==> src/verilog/sob_defs.svh <==
// Purpose: Constants for the single-operand byte/word arithmetic unit
// Assumes: 16-bit instruction words, octal opcode fields
// Notes:   Included by the core and top-level datapath files
`ifndef SOB_DEFS_SVH
`define SOB_DEFS_SVH

// Instruction word fields
`define SOB_BYTE_BIT       15
`define SOB_SUB_HI         14
`define SOB_SUB_LO         6
`define SOB_MODE_HI        5
`define SOB_MODE_LO        3
`define SOB_REG_HI         2
`define SOB_REG_LO         0

// Bits 14..6 of the opcode (octal 050, 052, 053, 054, 057)
`define SOB_SUB_CLEAR      9'h028
`define SOB_SUB_INCR       9'h02a
`define SOB_SUB_DECR       9'h02b
`define SOB_SUB_NEGATE     9'h02c
`define SOB_SUB_TEST       9'h02f

// Destination addressing modes
`define SOB_MODE_REG       3'h0
`define SOB_MODE_AINC      3'h2
`define SOB_MODE_AINC_DEF  3'h3
`define SOB_MODE_ADEC      3'h4
`define SOB_MODE_ADEC_DEF  3'h5
`define SOB_FIRST_WIDE_REG 3'h6

// Pointer steps
`define SOB_STEP_BYTE      16'h0001
`define SOB_STEP_WORD      16'h0002

// Overflow boundaries
`define SOB_WORD_MIN_NEG   16'h8000
`define SOB_WORD_MAX_POS   16'h7fff
`define SOB_BYTE_MIN_NEG   8'h80
`define SOB_BYTE_MAX_POS   8'h7f

// Register map
`define SOB_ADDR_CTRL      8'h00
`define SOB_ADDR_FLAGS     8'h04
`define SOB_ADDR_RESULT    8'h08
`define SOB_ADDR_COUNT     8'h0c

// Register fields and reset values
`define SOB_CTRL_EN_BIT    0
`define SOB_CTRL_RST       1'h1
`define SOB_FLAGS_RST      4'h0
`define SOB_RESULT_RST     16'h0000
`define SOB_COUNT_RST      16'h0000

`endif

==> src/verilog/sob_pkg.sv <==
// Purpose: Types shared by the arithmetic unit files
// Assumes: sob_defs.svh supplies the numbers
// Notes:   Types only
package sob_pkg;

  typedef enum logic [5:0] {
    clear_word_op   = 6'h01,
    decrement_op    = 6'h02,
    increment_op    = 6'h04,
    negate_op       = 6'h08,
    test_operand_op = 6'h10,
    unsupported_op  = 6'h20
  } sob_op_t;

  typedef struct packed {
    logic n;
    logic z;
    logic v;
    logic c;
  } sob_flags_t;

  typedef struct packed {
    logic [15:0] instr;
    logic [15:0] mem_operand;
    logic [15:0] gpr_value;
  } sob_req_t;

  typedef struct packed {
    logic [15:0] result;
    sob_flags_t  flags;
  } sob_core_out_t;

  typedef struct packed {
    logic        reg_we;
    logic [15:0] reg_wd;
    logic        mem_we;
    logic [15:0] mem_wd;
    logic        mem_byte;
    logic        ptr_we;
    logic [15:0] ptr_value;
  } sob_wb_t;

  typedef struct packed {
    logic        ctrl_en;
    sob_flags_t  cc;
    logic [15:0] last_result;
    logic [15:0] exec_count;
    logic [15:0] unsup_count;
    logic        done;
    logic        unsupported;
    sob_wb_t     wb;
    logic [31:0] rdata;
  } sob_state_t;

endpackage

==> src/verilog/sob_alu_core.sv <==
// Purpose: Combinational result and condition codes for one operation
// Assumes: Operand already selected; byte operand sits in bits 7..0
// Notes:   Carry passes through for increment and decrement
`timescale 1ns/10ps
`include "sob_defs.svh"

module sob_alu_core (
  input  wire sob_pkg::sob_op_t       op,
  input  wire logic                   byte_form,
  input  wire logic [15:0]            operand,
  input  wire logic                   carry_in,
  output      sob_pkg::sob_core_out_t out
);

  function automatic logic [15:0] fit(input logic bf, input logic [15:0] v);
    fit = bf ? {8'h00, v[7:0]} : v;
  endfunction

  function automatic logic is_min_neg(input logic bf, input logic [15:0] v);
    is_min_neg = bf ? (v[7:0] == `SOB_BYTE_MIN_NEG) : (v == `SOB_WORD_MIN_NEG);
  endfunction

  logic [15:0] opv;
  logic [15:0] res;

  always_comb begin
    opv = fit(byte_form, operand);
    out = '0;
    case (op)
      sob_pkg::clear_word_op: begin
        res = 16'h0000;
      end
      sob_pkg::decrement_op: begin
        res = fit(byte_form, opv - 16'h0001);
        out.flags.v = is_min_neg(byte_form, opv);
        out.flags.c = carry_in;
      end
      sob_pkg::increment_op: begin
        res = fit(byte_form, opv + 16'h0001);
        out.flags.v = byte_form ? (opv[7:0] == `SOB_BYTE_MAX_POS)
                                : (opv == `SOB_WORD_MAX_POS);
        out.flags.c = carry_in;
      end
      sob_pkg::negate_op: begin
        // Most negative value wraps onto itself
        res = fit(byte_form, 16'h0000 - opv);
        out.flags.v = is_min_neg(byte_form, res);
        out.flags.c = (res != 16'h0000);
      end
      default: begin
        res = opv;
      end
    endcase
    out.result  = res;
    out.flags.n = byte_form ? res[7] : res[15];
    out.flags.z = (res == 16'h0000);
  end

endmodule

==> src/verilog/sob_alu.sv <==
// Purpose: Single-operand arithmetic unit for clear, decrement, increment,
//          negate and test in word and byte forms, with condition codes
// Assumes: Operand fetch and store logic outside; one request per cycle
// Notes:   Results and write-back controls stand one cycle after a request
// Notes on behaviour
// - Instruction bit 15 set selects the byte form of the operation.
// - Byte autoincrement/autodecrement direct modes step registers 0 to 5 by one; registers 6 and 7 step by two.
// - Byte register mode reads and writes only the register's low byte.
// - Decrement, increment, negate, test set Z on zero and N on negative.
// - Decrement writes back destination minus one, word or byte.
// - Decrement sets V only for most negative operand; C kept.
// - Increment writes back destination plus one; C kept.
// - Increment sets V only when operand was largest positive value.
// - Negate writes two's complement; most negative maps to itself.
// - Negate sets V exactly when result is most negative value.
// - Negate clears C on zero result, sets it otherwise.
// - Test leaves destination, sets N and Z, clears V and C.
//
// Added by the designer: the placing of the registers and the address-and-strobe port.
`timescale 1ns/10ps
`include "sob_defs.svh"

module sob_alu (
  input  wire logic              clock,
  input  wire logic              rst_b,
  input  wire logic              exec_valid,
  input  wire sob_pkg::sob_req_t exec_req,
  output      logic              exec_ready,
  output      logic              done,
  output      logic              unsupported,
  output      sob_pkg::sob_wb_t  wb,
  output      sob_pkg::sob_flags_t cc,
  input  wire logic [7:0]        reg_addr,
  input  wire logic [31:0]       reg_wdata,
  input  wire logic              reg_write,
  input  wire logic              reg_read,
  output      logic [31:0]       reg_rdata
);

  function automatic sob_pkg::sob_op_t decode_op(input logic [8:0] sub);
    case (sub)
      `SOB_SUB_CLEAR:  decode_op = sob_pkg::clear_word_op;
      `SOB_SUB_DECR:   decode_op = sob_pkg::decrement_op;
      `SOB_SUB_INCR:   decode_op = sob_pkg::increment_op;
      `SOB_SUB_NEGATE: decode_op = sob_pkg::negate_op;
      `SOB_SUB_TEST:   decode_op = sob_pkg::test_operand_op;
      default:         decode_op = sob_pkg::unsupported_op;
    endcase
  endfunction

  function automatic logic [15:0] pointer_step(input logic       bf,
                                               input logic [2:0] mode,
                                               input logic [2:0] idx);
    // Deferred modes fetch a word address, and stack and program counter stay even
    if (bf && (mode == `SOB_MODE_AINC || mode == `SOB_MODE_ADEC) &&
        idx < `SOB_FIRST_WIDE_REG) begin
      pointer_step = `SOB_STEP_BYTE;
    end else begin
      pointer_step = `SOB_STEP_WORD;
    end
  endfunction

  sob_pkg::sob_state_t    st;
  sob_pkg::sob_state_t    next_st;
  sob_pkg::sob_op_t       op;
  sob_pkg::sob_core_out_t core_out;
  logic                   byte_form;
  logic [2:0]             mode;
  logic [2:0]             reg_idx;
  logic [15:0]            operand;
  logic [15:0]            step;
  logic                   accept;

  assign byte_form     = exec_req.instr[`SOB_BYTE_BIT];
  assign op            = decode_op(exec_req.instr[`SOB_SUB_HI:`SOB_SUB_LO]);
  assign mode          = exec_req.instr[`SOB_MODE_HI:`SOB_MODE_LO];
  assign reg_idx       = exec_req.instr[`SOB_REG_HI:`SOB_REG_LO];
  assign step          = pointer_step(byte_form, mode, reg_idx);
  assign accept        = exec_valid && st.ctrl_en;

  // Register mode takes the register itself; the core sees only the low byte in byte form
  assign operand = (mode == `SOB_MODE_REG) ? exec_req.gpr_value : exec_req.mem_operand;

  sob_alu_core u_core (
    .op        (op),
    .byte_form (byte_form),
    .operand   (operand),
    .carry_in  (st.cc.c),
    .out       (core_out)
  );

  always_comb begin
    next_st             = st;
    next_st.done        = 1'b0;
    next_st.unsupported = 1'b0;
    next_st.wb.reg_we   = 1'b0;
    next_st.wb.mem_we   = 1'b0;
    next_st.wb.ptr_we   = 1'b0;
    next_st.rdata       = 32'h0000_0000;

    // Software writes first, so a same-cycle execution result wins
    if (reg_write) begin
      case (reg_addr)
        `SOB_ADDR_CTRL: begin
          next_st.ctrl_en = reg_wdata[`SOB_CTRL_EN_BIT];
        end
        `SOB_ADDR_FLAGS: begin
          next_st.cc = sob_pkg::sob_flags_t'(reg_wdata[3:0]);
        end
        `SOB_ADDR_COUNT: begin
          next_st.exec_count  = `SOB_COUNT_RST;
          next_st.unsup_count = `SOB_COUNT_RST;
        end
        default: begin
        end
      endcase
    end

    if (accept) begin
      if (op == sob_pkg::unsupported_op) begin
        // Other single-operand codes belong to other units; flags left alone
        next_st.unsupported = 1'b1;
        // Count on top of a same-cycle clear, so the op is not lost
        next_st.unsup_count = next_st.unsup_count + 16'h0001;
      end else begin
        next_st.done        = 1'b1;
        next_st.cc          = core_out.flags;
        next_st.last_result = core_out.result;
        next_st.exec_count  = next_st.exec_count + 16'h0001;
        if (op != sob_pkg::test_operand_op) begin
          if (mode == `SOB_MODE_REG) begin
            next_st.wb.reg_we = 1'b1;
            next_st.wb.reg_wd = byte_form ? {exec_req.gpr_value[15:8], core_out.result[7:0]}
                                          : core_out.result;
          end else begin
            next_st.wb.mem_we   = 1'b1;
            next_st.wb.mem_wd   = core_out.result;
            next_st.wb.mem_byte = byte_form;
          end
        end
        case (mode)
          `SOB_MODE_AINC, `SOB_MODE_AINC_DEF: begin
            next_st.wb.ptr_we    = 1'b1;
            next_st.wb.ptr_value = exec_req.gpr_value + step;
          end
          `SOB_MODE_ADEC, `SOB_MODE_ADEC_DEF: begin
            next_st.wb.ptr_we    = 1'b1;
            next_st.wb.ptr_value = exec_req.gpr_value - step;
          end
          default: begin
          end
        endcase
      end
    end

    if (reg_read) begin
      case (reg_addr)
        `SOB_ADDR_CTRL:   next_st.rdata = {31'h0000_0000, st.ctrl_en};
        `SOB_ADDR_FLAGS:  next_st.rdata = {28'h000_0000, st.cc};
        `SOB_ADDR_RESULT: next_st.rdata = {16'h0000, st.last_result};
        `SOB_ADDR_COUNT:  next_st.rdata = {st.unsup_count, st.exec_count};
        default:          next_st.rdata = 32'h0000_0000;
      endcase
    end
  end

  always_ff @(posedge clock) begin
    if (!rst_b) begin
      st             <= '0;
      st.ctrl_en     <= `SOB_CTRL_RST;
      st.cc          <= `SOB_FLAGS_RST;
      st.last_result <= `SOB_RESULT_RST;
      st.exec_count  <= `SOB_COUNT_RST;
      st.unsup_count <= `SOB_COUNT_RST;
    end else begin
      st <= next_st;
    end
  end

  // Ready follows the enable so the decoder can hold a request while disabled
  assign exec_ready  = st.ctrl_en;
  assign done        = st.done;
  assign unsupported = st.unsupported;
  assign wb          = st.wb;
  assign cc          = st.cc;
  assign reg_rdata   = st.rdata;

endmodule

==> config.mk <==
export PLATFORM = sky130hd
export DESIGN_NAME = sob_alu
export DESIGN_NICKNAME = d
export VERILOG_FILES = /design/src/verilog/sob_pkg.sv /design/src/verilog/sob_alu_core.sv /design/src/verilog/sob_alu.sv
export VERILOG_INCLUDE_DIRS = /design/src /design/src/verilog
export SDC_FILE = /design/constraint.sdc
export NUM_CORES = 1
export LEC_CHECK = 0
export BUFFER_PORTS_ARGS = -buffer_cell sky130_fd_sc_hd__buf_2
export CAP_MARGIN = 40
export CORE_MARGIN = 2
export CORE_UTILIZATION = 45
export CTS_CLUSTER_DIAMETER = 80
export DETAILED_ROUTE_END_ITERATION = 8
export PLACE_DENSITY = 0.7
export SYNTH_ARGS = -nofsm -noshare
export SYNTH_HDL_FRONTEND = slang
export SYNTH_SLANG_ARGS = --single-unit
export TNS_END_PERCENT = 30
==> constraint.sdc <==
create_clock -name clock -period 8.7 [get_ports clock]
set_input_delay 0.87 -clock clock [delete_from_list [all_inputs] [get_ports clock]]
set_output_delay 0.87 -clock clock [all_outputs]
set_load 0.01 [all_outputs]
## After elaboration in Yosys (flattened, before gate mapping)

Cells that the tools add are included.

- Bits in registers: 139
- Bits in latches: 0
- Memory bits (writable): 0
- Memory bits (read-only): 0
- Bits of input ports: 93
- Word-level logic and storage cells: 107
- Memories: 0

- Add/subtract/negate cells: 7
- $mul: 0
- Divide/modulo/power cells: 0
- $lt $le $gt $ge: 1
- Equality and inequality tests: 26
- Shift-type cells: 0
- Muxes and demuxes: 29
- Bitwise logic cells: 5
- Reductions and logical operators: 21

Operators by type and width:

| cell | count |
|---|---|
| 32-bit case mux with 4 select lines | 1 |
| 16-bit 2-to-1 mux | 7 |
| 106-bit 2-to-1 mux | 1 |
| 32-bit 2-to-1 mux | 2 |
| 16-bit case mux with 4 select lines | 1 |
| 52-bit 2-to-1 mux | 1 |
| 16-bit by 1-bit adder with 16-bit output (second input constant) | 3 |
| 9-bit by 6-bit == test with 1-bit output (second input constant) | 5 |
| 36-bit 2-to-1 mux | 1 |
| 35-bit 2-to-1 mux | 1 |
| 17-bit case mux with 2 select lines | 1 |
| 16-bit == test (second input constant) | 2 |
| 6-bit case mux with 5 select lines | 1 |
| 18-bit 2-to-1 mux | 1 |
| 17-bit 2-to-1 mux | 1 |
| 16-bit adder | 1 |
| 16-bit by 15-bit == test with 1-bit output (second input constant) | 1 |
| 8-bit by 4-bit == test with 1-bit output (second input constant) | 2 |
| 8-bit == test (second input constant) | 2 |
| 16-bit logical NOT | 1 |
| 16-bit nonzero test | 1 |
| 1-bit by 16-bit subtractor with 16-bit output (first input constant) | 1 |
| 16-bit by 1-bit subtractor with 16-bit output (second input constant) | 1 |
| 16-bit subtractor | 1 |
| other kinds (28) | 49 |

## Depth between registers and ports, before layout

Gate-level depths: netlist of the first run.

- Word-level depth: 11
- Gate-level depth with buffers: 14
- Depth with buffers taken out: 13

## By module

Synthesis of the first run repeated with hierarchy kept, for this count alone.

- Cell total of the unflattened synthesis: 1140
- Area total of the unflattened synthesis: 9018.6 um2

By module, submodules not included:

| module | instances | cells each | area an instance (um2) | seq. area each (um2) |
|---|---|---|---|---|
| sob_alu | 1 | 839 | 7048.0 | 2782.7 |
| sob_alu_core | 1 | 301 | 1970.6 | 0.0 |

## Worst setup path before layout of the first run

OpenSTA, ideal clock, no wires.

- Path kind: input port to flip-flop
- Start: in exec_req[47] (netlist name)
- End: reg st (netlist bit wb[15])
- Arrival time: 3827 ps
- Required time: 8608 ps
- Slack: 4781 ps
- Stages on the path: 14
- Path buffers: 1
- Cells stage by stage: buf_1 > inv_1 > a2111oi_0 > nand2_1 > inv_1 > ha_1 > nor2b_1 > o31ai_1 > a211oi_1 > o311ai_0 > a21oi_1 > nor2_1 > nor2_1 > nor4_1

- Word-level cells in the longest chain between the ends: 5
- Elaborated cells on any way between the ends: 6

RTL lines:

| element | line | text |
|---|---|---|
| start: declaration | sob_alu.sv:27 | `input wire sob_pkg::sob_req_t exec_req,` |
| 1-bit logical AND (*) | sob_alu.sv:55 | `` if (bf && (mode == `SOB_MODE_AINC \|\| mode == `SOB_MODE_ADEC) && `` |
| 1-bit logical AND (no source line) (*) | -- |  |
| 2-bit 2-to-1 mux (*) | sob_alu.sv:55 |  |
| 16-bit subtractor or 16-bit adder (tied branches) | sob_alu.sv:148, sob_alu.sv:144 |  |
| 17-bit case mux with 2 select lines (*) | sob_alu.sv:141 | `case (mode)` |
| end signal: assignment | sob_alu.sv:176 | `st <= next_st;` |
| end: declaration | sob_alu.sv:63 | `sob_pkg::sob_state_t st;` |

Every way passes the cells marked *; elsewhere a longest branch is shown, timed or not.
A chain may end at the register's enable or synchronous reset.

## Worst setup path in the final report of the first run

Ends and elaborated chain as after synthesis.

==> results of run 1 <==
==> area by class of cell <==
type	count	area (um2)
Timing Repair Buffer	167	863
Multi-Input combinational cell	794	5030
Clock buffer	18	439
Inverter	17	63.8
Tap cell	260	325
Sequential cell	139	2780
Fill cell	1848	9240
Clock inverter	14	154
==> logic make-up after synthesis <==
family,synth area share [%]
flops,31.9
mux,6.39
fa+ha+maj,3.24
compound gates,17.2
simple gates,25.6
buf+inv,10.8
xor+xnor,4.81
==> metal layers <==
| layer | vias up | share of wire (%) | GRT usage [%] |
|---|---|---|---|
| met5 | - | 0 | 0 |
| met3 | 40 | 7.2 | 5.66 |
| met2 | 269 | 46 | 40.0 |
| met4 | 0 | 1.9 | 7.89 |
| met1 | 3706 | 44 | 31.8 |
| li1 | 3924 | - | - |
==> final timing paths <==
| check | endpoint | depth (start not counted) |
|---|---|---|
| hold / removal | wb[10] | 2 |
| hold reg to reg | wb[10] | 2 |
| setup reg to reg | st[101] | 8 |
| setup / recovery | wb[15] | 14 |
==> where the power goes <==
part	total [W]	internal, W	switching (W)
sequential	0.000640	0.000638	0.00000123
clock	0.000726	0.000413	0.000313
combinational	0.000183	0.0000665	0.000117
total	0.00155	0.00112	0.000431
==> placed cells by master, fill, tap and decap left out, types with 16 or more instances in the layout <==
master and n:
ha_1 21, mux2i_1 36, nand2_1 104, a211oi_1 38, o21ai_0 31, buf_2 156
inv_1 16, nand4_1 24, nor2b_1 16, xnor2_1 25, nor3_1 31, nand3_1 35
xor2_1 23, and2_1 24, clkbuf_16 17, dfxtp_1 139, nor2_1 137, a21oi_1 52
and3_1 17
==> cell usage after synthesis, drive strengths merged, types with 4 or more instances <==
library cell | instances | share of area [%]
buf | 97 | 8.2
o31ai | 6 | 0.52
and4 | 8 | 0.80
nor2b | 16 | 1.1
o32ai | 4 | 0.40
or2 | 5 | 0.36
o211ai | 12 | 1.0
o21a | 5 | 0.43
a22oi | 4 | 0.40
a31oi | 14 | 1.0
xor2 | 23 | 2.3
clkbuf | 44 | 1.9
nand4 | 25 | 1.9
a2111oi | 4 | 0.40
nor2 | 138 | 5.9
mux2 | 12 | 1.6
a32oi | 5 | 0.50
xnor2 | 25 | 2.5
ha | 21 | 3.0
or3 | 11 | 0.85
and2 | 24 | 1.7
nand2 | 104 | 4.5
o21ai | 33 | 1.9
nand3b | 4 | 0.34
a211oi | 38 | 3.3
nor3 | 34 | 1.9
nand3 | 36 | 2.1
nor4 | 12 | 1.0
a21oi | 55 | 3.4
nand2b | 5 | 0.36
mux2i | 38 | 4.5
dfxtp | 139 | 32
inv | 17 | 0.73
and3 | 17 | 1.2
o22ai | 4 | 0.29
==> flip-flops by register name, summed over array words and instances (netlist names) <==
| name | count |
|---|---|
| wb | 52 |
| st | 48 |
| reg_rdata | 32 |
| cc | 4 |
| done | 1 |
| exec_ready | 1 |
| unsupported | 1 |
==> through the flow <==
| stage | cells | hold slack, ns | util, % | setup slack (ns) |
|---|---|---|---|---|
| floorplan | 1091 | 0.432 | - | 4.78 |
| global placement | 1375 | 0.439 | 47.9 | 3.65 |
| detailed placement | 1377 | 0.442 | 48.0 | 3.61 |
| CTS | 1409 | 0.456 | 51.1 | 4.03 |
| global route | 1409 | 0.474 | 51.1 | 3.57 |
| finish | 1409 | 0.454 | 51.1 | 4.03 |
==> critical path, delay by kind of cell <==
family	cells	cell delay, ns
adder cells (fa/ha/maj)	1	0.21
buffers and inverters	3	0.92
AO/OA/AOI/OAI	5	2.19
AND/OR/NAND/NOR	5	0.81
==> results_dict.tcl, run 1 <==
set metrics [dict create \
    outcome "complete, no violations" \
    crit_start "exec_req[47]" \
    drcViolationCount 0 \
    routed_wl_um 24700 \
    n_antenna_cell 0 \
    drt_iter0_drc 565 \
    hold_class "register to register" \
    rsz0062_at_grt "no" \
    h-tree-depth 4 \
    fin_crit_sh_pct 53.7 \
    antenna_found_initial 1 \
    wl_per_cell_um 17.5 \
    die_x_um 143 \
    grt_pass1_vias 7402 \
    cts_setup_buffers 0 \
    cts_buffer_depth 2 \
    worstSetupPathType "input port to register" \
    firstDrtPassIters 5 \
    crit_slowest_cell "a2111oi_0" \
    drtAntennaViolNets 0 \
    cts_tree "built" \
    num_rows 50 \
    cts_buffers 17 \
    clkTransAtPathRegs_ns 0.06 \
    finalSetupTns_ns 0 \
    timing_worst_slew_pin_value_ns 0.942 \
    crit_path_end_kind "register" \
    cts_hold_buf 0 \
    finalSetupViolCount 0 \
    synth_cells 1091 \
    hp-start "wb[10]" \
    area_growth_pct 10.6 \
    clockRootBuffer "clkbuf_16" \
    dieArea_um2 20500 \
    io_pins 184 \
    finish.net_count 1251 \
    finalHoldViolCount 0 \
    vias 7939 \
    p_per_area_nw_per_um2 160 \
    yosysSeqAreaShare_pct 31.9 \
    cap_viol_max_count 0 \
    rrSetupSlack_ns 6.06 \
    skew_ns 0.00551 \
    syn_area_um2 8730 \
    report.final.slew_viol_count 0 \
    synthArstFlopShare_pct 0 \
    reg2reg_from "exec_ready" \
    synth_seq_cells 139 \
    slowest_delay_ns 0.72 \
    clock_latency_ns 0.43 \
    start_util_pct 46.2 \
    synth_enable_flop_cells 0 \
    drive_above_1_share_pct 21.0 \
    grt_max_degree 77 \
    path_max_fanout 32 \
    port_buffers 154 \
    synth_warnings 0 \
    cp.required_ns 9.04 \
    synth_nets 1206 \
    grt_pass1_wl_um 39300 \
    finalInstanceArea_um2 9650 \
    relSlewSlack_pct 36.3 \
    dpl-instance-area_um2 9060 \
    path_cells "buf_2, inv_1, a2111oi_0, nand2_1, inv_1, ha_1, nor2b_1, o31ai_1, a211oi_1, o311ai_0, a21oi_1, nor2_1, nor2_1, nor4_1" \
    yosys_most_used_dff "dfxtp_1" \
    ir_drop_v 0.000133 \
    grt_overflow 0 \
    hpwl_um 18000 \
    total_power_w 0.00155 \
    arrival_ns 5.00 \
    yosysUniqueCellTypes 81 \
    cts_resized 0 \
    fp.dieH_um 143 \
    via_per_inst 5.63 \
    gp_congestion 0.950 \
    syn_avg_cell_area_um2 8.00 \
    grt_usage_pct 24.4 \
    min_period_ns 4.67 \
    core-area_um2 18900 \
    fmax_mhz 214 \
    cp-start-kind "input port" \
    cts.sinks 139 \
    p_leak_nw 3.84 \
]
Note: power is estimated with default switching activity, not from simulation.
==> run 2, diff against run 1 <==
==> constraint.sdc (replaced) <==
create_clock -name clock -period 4.7 [get_ports clock]
set_input_delay 0.47 -clock clock [delete_from_list [all_inputs] [get_ports clock]]
set_output_delay 0.47 -clock clock [all_outputs]
set_load 0.01 [all_outputs]
==> run 2 against run 1 <==
Against the previous run: register-to-register slack lost 4.0 ns; clock skew grew 0.0029 ns; combinational power grew 91%; first-iteration DRC count grew 19%; worst hold slack lost 0.13 ns; utilization grew 0.39 points; sequential share of layout area shrank 0.22 points; critical path type unchanged; critical endpoint is now cc[2].
==> results_dict.tcl, run 2 (synthesis gave the netlist of run 1 again) <==
set metrics [dict create \
    h-tree-depth 4 \
    ir_drop_v 0.000244 \
    cts_buffers 17 \
    cts_buffer_depth 2 \
    antenna_found_initial 0 \
    die_x_um 143 \
    finish.net_count 1262 \
    cp.required_ns 5.07 \
    skew_ns 0.00838 \
    cts_hold_buf 0 \
    drcViolationCount 0 \
    fmax_mhz 281 \
    routed_wl_um 25200 \
    grt_overflow 0 \
    p_per_area_nw_per_um2 292 \
    fp.dieH_um 143 \
    io_pins 184 \
    crit_path_end_kind "register" \
    cts_setup_buffers 0 \
    arrival_ns 3.93 \
    path_max_fanout 37 \
    clkTransAtPathRegs_ns 0.06 \
    placed_cells 1388 \
    drtAntennaViolNets 0 \
    n_antenna_cell 0 \
    cts_resized 0 \
    drive_above_1_share_pct 21.6 \
    grt_pass1_wl_um 40000 \
    largest_register_ffs 52 \
    cts_tree "built" \
    cp-start-kind "input port" \
    hold_class "input port to register" \
    worstSetupPathType "input port to register" \
    min_period_ns 3.56 \
    timing_worst_slew_pin_value_ns 0.839 \
    port_buffers 154 \
    dieArea_um2 20500 \
    drt_iter0_drc 671 \
    rsz0062_at_grt "no" \
    core-area_um2 18900 \
    grt_pass1_vias 7628 \
    outcome "complete, no violations" \
    via_per_inst 5.70 \
    cts.sinks 139 \
    num_rows 50 \
    clockRootBuffer "clkbuf_16" \
    grt_max_degree 58 \
    finalSetupViolCount 0 \
    clock_latency_ns 0.42 \
    fin_crit_sh_pct 75.8 \
    final_common_cell "buf_2" \
    hpwl_um 18300 \
    instances_no_fill 1420 \
    grt_usage_pct 24.7 \
    report.final.slew_viol_count 0 \
    start_util_pct 46.2 \
    cap_viol_max_count 0 \
    wl_per_cell_um 17.8 \
    finalHoldViolCount 0 \
    relSlewSlack_pct 42.5 \
    mostFrequentLayoutCells "buf_2 (154), dfxtp_1 (139), nor2_1 (137)" \
    finalSetupTns_ns 0 \
    firstDrtPassIters 6 \
    vias 8090 \
    gp_congestion 0.947 \
    p_leak_nw 3.89 \
    area_growth_pct 11.4 \
]
## run 2: worst paths after layout
| path | start | to | slack [ns] | cells past startpoint |
|---|---|---|---|---|
| worst max-delay path | exec_req[36] | cc[2] | 1.14 | 10 |
| worst min-delay path | reg_wdata[0] | exec_ready | 0.32 | 3 |
| worst max register to register | exec_ready | st[99] | 2.06 | 8 |
| worst min register to register | st[127] | st[127] | 0.45 | 2 |
## run 2: area by class of cell
| cell class | count | area (um2) |
|---|---|---|
| fill | 1850 | 9170 |
| multi-input combinational | 794 | 5030 |
| inverter | 17 | 63.8 |
| tap | 260 | 325 |
| clock buffer | 19 | 443 |
| timing repair buffer | 178 | 951 |
| sequential | 139 | 2780 |
| clock inverter | 13 | 136 |
## run 2: worst max-delay path, stage by stage
cell and delay, ns:
buf_2 0.15, nor3_2 0.30, buf_4 0.47, mux2_2 0.47
nor4_4 0.52, nand3_2 0.24, a211o_1 0.32, a32oi_1 0.54
and4_1 0.28, a31o_2 0.14
## run 2: metal layers
layer	routed length, um	track usage [%]
met2	11900	42.0
met3	2060	5.86
met1	10900	31.2
met5	0	0
met4	365	6.86
## run 2: stage by stage
step	power (W)	setup slack [ns]	hold slack (ns)	utilization, %	cell area [um2]
global placement	0.00155	0.824	0.440	48.4	9150
CTS	0.00285	1.24	0.290	51.5	9730
detailed placement	0.00155	0.804	0.442	48.4	9150
floorplan	0.00143	1.18	0.432	-	8730
finish	0.00284	1.14	0.322	51.5	9730
global route	0.00294	0.972	0.308	51.5	9730
## run 2: report_power, final
| part | leakage [nW] | total, W | internal [W] | switching, W |
|---|---|---|---|---|
| Clock | 0.277 | 0.00131 | 0.000754 | 0.000552 |
| Sequential | 1.12 | 0.00118 | 0.00118 | 0.00000225 |
| Combinational | 2.49 | 0.000350 | 0.000129 | 0.000221 |
| Total | 3.89 | 0.00284 | 0.00206 | 0.000775 |
==> run 3, diff against run 2 <==
--- a/config.mk
+++ b/config.mk
@@ -6,6 +6,7 @@
 export SDC_FILE = /design/constraint.sdc
 export NUM_CORES = 1
 export LEC_CHECK = 0
+export ABC_AREA = 1
 export BUFFER_PORTS_ARGS = -buffer_cell sky130_fd_sc_hd__buf_2
 export CAP_MARGIN = 40
 export CORE_MARGIN = 2
==> constraint.sdc (replaced) <==
create_clock -name clock -period 3.7 [get_ports clock]
set_input_delay 0.37 -clock clock [delete_from_list [all_inputs] [get_ports clock]]
set_output_delay 0.37 -clock clock [all_outputs]
set_load 0.01 [all_outputs]
==> run 3 against run 2 <==
Against the previous run: register-to-register slack got worse by 0.71 ns; worst hold slack got worse by 0.096 ns; area after synthesis rose by 3.2%; utilization fell by 0.19 points; first-iteration DRC count rose by 5.8%; clock power rose by 43%; critical path type unchanged; largest power group unchanged.
==> results_dict.tcl, run 3 <==
set metrics [dict create \
    clock_latency_ns 0.43 \
    wl_per_cell_um 16.0 \
    area_growth_pct 11.2 \
    dieArea_um2 21200 \
    synthArstFlopShare_pct 0 \
    finalSetupViolCount 0 \
    drive_above_1_share_pct 20.3 \
    grt_max_degree 66 \
    grt_pass1_wl_um 43800 \
    ir_drop_v 0.000331 \
    drt_iter0_drc 710 \
    cts.sinks 139 \
    rsz0062_at_grt "no" \
    combinationalPowerShare_pct 12.2 \
    die_x_um 146 \
    cp.required_ns 4.06 \
    syn_avg_cell_area_um2 6.62 \
    synth_cells 1361 \
    cts_tree "built" \
    worstSetupPathType "input port to register" \
    busiest_layer "met2" \
    synth_nets 1476 \
    finalSetupTns_ns 0 \
    grtUsageMet2_pct 43.3 \
    report.final.slew_viol_count 0 \
    cts_buffer_depth 2 \
    fmax_mhz 369 \
    largest_register_ffs 52 \
    port_buffers 154 \
    outcome "complete, no violations" \
    syn_area_um2 9010 \
    finish.net_count 1534 \
    firstDrtPassIters 9 \
    use_met1_pct 33.4 \
    seqPwrFrac_pct 39.1 \
    synth_enable_flop_cells 0 \
    cts_resized 0 \
    io_pins 184 \
    h-tree-depth 4 \
    yosysTopAreaCell "dfxtp_1" \
    cts_setup_buffers 0 \
    internal-power_w 0.00281 \
    core-area_um2 19500 \
    p_clk_share_pct 48.6 \
    cp-start-kind "input port" \
    path_max_fanout 23 \
    synth_seq_cells 139 \
    grt_usage_pct 25.5 \
    cap_viol_max_count 0 \
    clockRootBuffer "clkbuf_16" \
    p_leak_nw 4.54 \
    hold_class "input port to register" \
    yosysUniqueCellTypes 52 \
    gp_congestion 1.00 \
    hpwl_um 20600 \
    vias 9025 \
    skew_ns 0.00851 \
    start_util_pct 46.1 \
    clkTransAtPathRegs_ns 0.06 \
    via_per_inst 5.32 \
    grt_overflow 0 \
    cts_hold_buf 0 \
    crit_path_end_kind "register" \
    relSlewSlack_pct 44.5 \
    p_per_area_nw_per_um2 384 \
    routed_wl_um 27100 \
    mostFrequentLayoutCells "nand2_1 (270), buf_2 (154), nor2_1 (141)" \
    drcViolationCount 0 \
    finalHoldViolCount 0 \
    yosysTopAreaCellShare_pct 30.9 \
    fill_cells 1967 \
    yosys_most_used_dff "dfxtp_1" \
    n_antenna_cell 0 \
    synth_warnings 0 \
    yosysSeqAreaShare_pct 30.9 \
    cts_buffers 17 \
    timing_worst_slew_pin_value_ns 0.831 \
    final_util_pct 51.3 \
    synth.area.top_cells "dfxtp_1 (31%), nand2_1 (11%), buf_4 (7.5%), nand3_1 (6.2%), nor2_1 (5.9%)" \
    fp.dieH_um 146 \
    num_rows 51 \
    antenna_found_initial 0 \
    switching_power_w 0.00104 \
    grt_pass1_vias 8429 \
    arrival_ns 3.07 \
    synthTopCellsByCount "nand2_1 (270), nor2_1 (141), dfxtp_1 (139)" \
    drtAntennaViolNets 0 \
    swShare_pct 27.1 \
    grt_use_met3_pct 4.36 \
    fin_crit_sh_pct 73.3 \
    synth.most_common_cell "nand2_1" \
    final_common_cell "nand2_1" \
    min_period_ns 2.71 \
]
## run 3: cell types whose count changed after synthesis, moves of 21 or more
cell	change
a21oi_1	+52
inv_1	+120
nand3_1	+76
o21ai_0	+73
a211oi_1	-36
and2_1	-24
mux2i_1	-36
nand2_1	+166
nand2_2	+21
## run 3: cell type report
type                       instances  area (um2)  share of cell area (%)
multi-input combinational        938        4790                    47.9
inverter                         154         578                    5.77
clock buffer                      18         439                    4.38
timing repair buffer             169         883                    8.82
sequential                       139        2780                    27.8
clock inverter                    14         208                    2.07
tap                              265         332                    3.31
## run 3: metal layers
layer | share of wire, % | routed length (um)
met4 | 1.9 | 526
met3 | 7.8 | 2120
met5 | 0 | 0
met2 | 47 | 12700
met1 | 43 | 11700
## run 3: kinds of logic after synthesis
kind of cell | count (synthesis) | share of synthesized area, %
simple gates | 655 | 33.7
buf+inv | 284 | 16.0
compound gates | 245 | 14.7
flops | 139 | 30.9
fa+ha+maj | 22 | 3.14
xor+xnor | 13 | 1.26
mux | 3 | 0.375
## run 3: worst max-delay path, cell delays in order
cell and delay [ns]:
buf_2 0.12, nor2_4 0.13, nand2_4 0.19, nand2_1 0.14
nand2_2 0.13, inv_2 0.16, ha_1 0.25, nand2_2 0.12
nor2_2 0.22, nand2_1 0.09, nand3_1 0.09, nand3_1 0.08
nor2_1 0.34, nand3_1 0.12, nor2_1 0.10, nand2_1 0.05
nor2_1 0.11, nand2_1 0.10, a21oi_2 0.12
## run 3: path summary, 6_finish.rpt
kind                                 endpoint         start  cells after the start  slack (ns)
worst max-delay path                    cc[2]  exec_req[36]                     19        0.99
worst min-delay path               exec_ready  reg_wdata[0]                      3        0.23
worst min register to register  reg_rdata[28]        st[98]                      2        0.45
worst max register to register        st[100]    exec_ready                      7        1.35
## run 3: power groups by stage
| stage | logic (W) | registers, W | clock network, W |
|---|---|---|---|
| 6_report | 0.000471 | 0.00150 | 0.00187 |
| 3_5_place_dp | 0.000459 | 0.00154 | 0 |
| 5_1_grt | 0.000521 | 0.00150 | 0.00195 |
| 3_3_place_gp | 0.000461 | 0.00154 | 0 |
| 4_1_cts | 0.000462 | 0.00150 | 0.00189 |
| 2_1_floorplan | 0.000314 | 0.00154 | 0 |
## run 3: metrics by stage
stage                     hold slack, ns  setup slack, ns  std cells  area [um2]  total power, W
after detailed placement           0.436            0.590       1665        9370         0.00200
final                              0.225            0.987       1697       10000         0.00385
after global routing               0.256            0.700       1697       10000         0.00398
after floorplan                    0.416             1.05       1361        9010         0.00185
after global placement             0.434            0.606       1665        9370         0.00200
after CTS                          0.214             1.02       1697       10000         0.00385
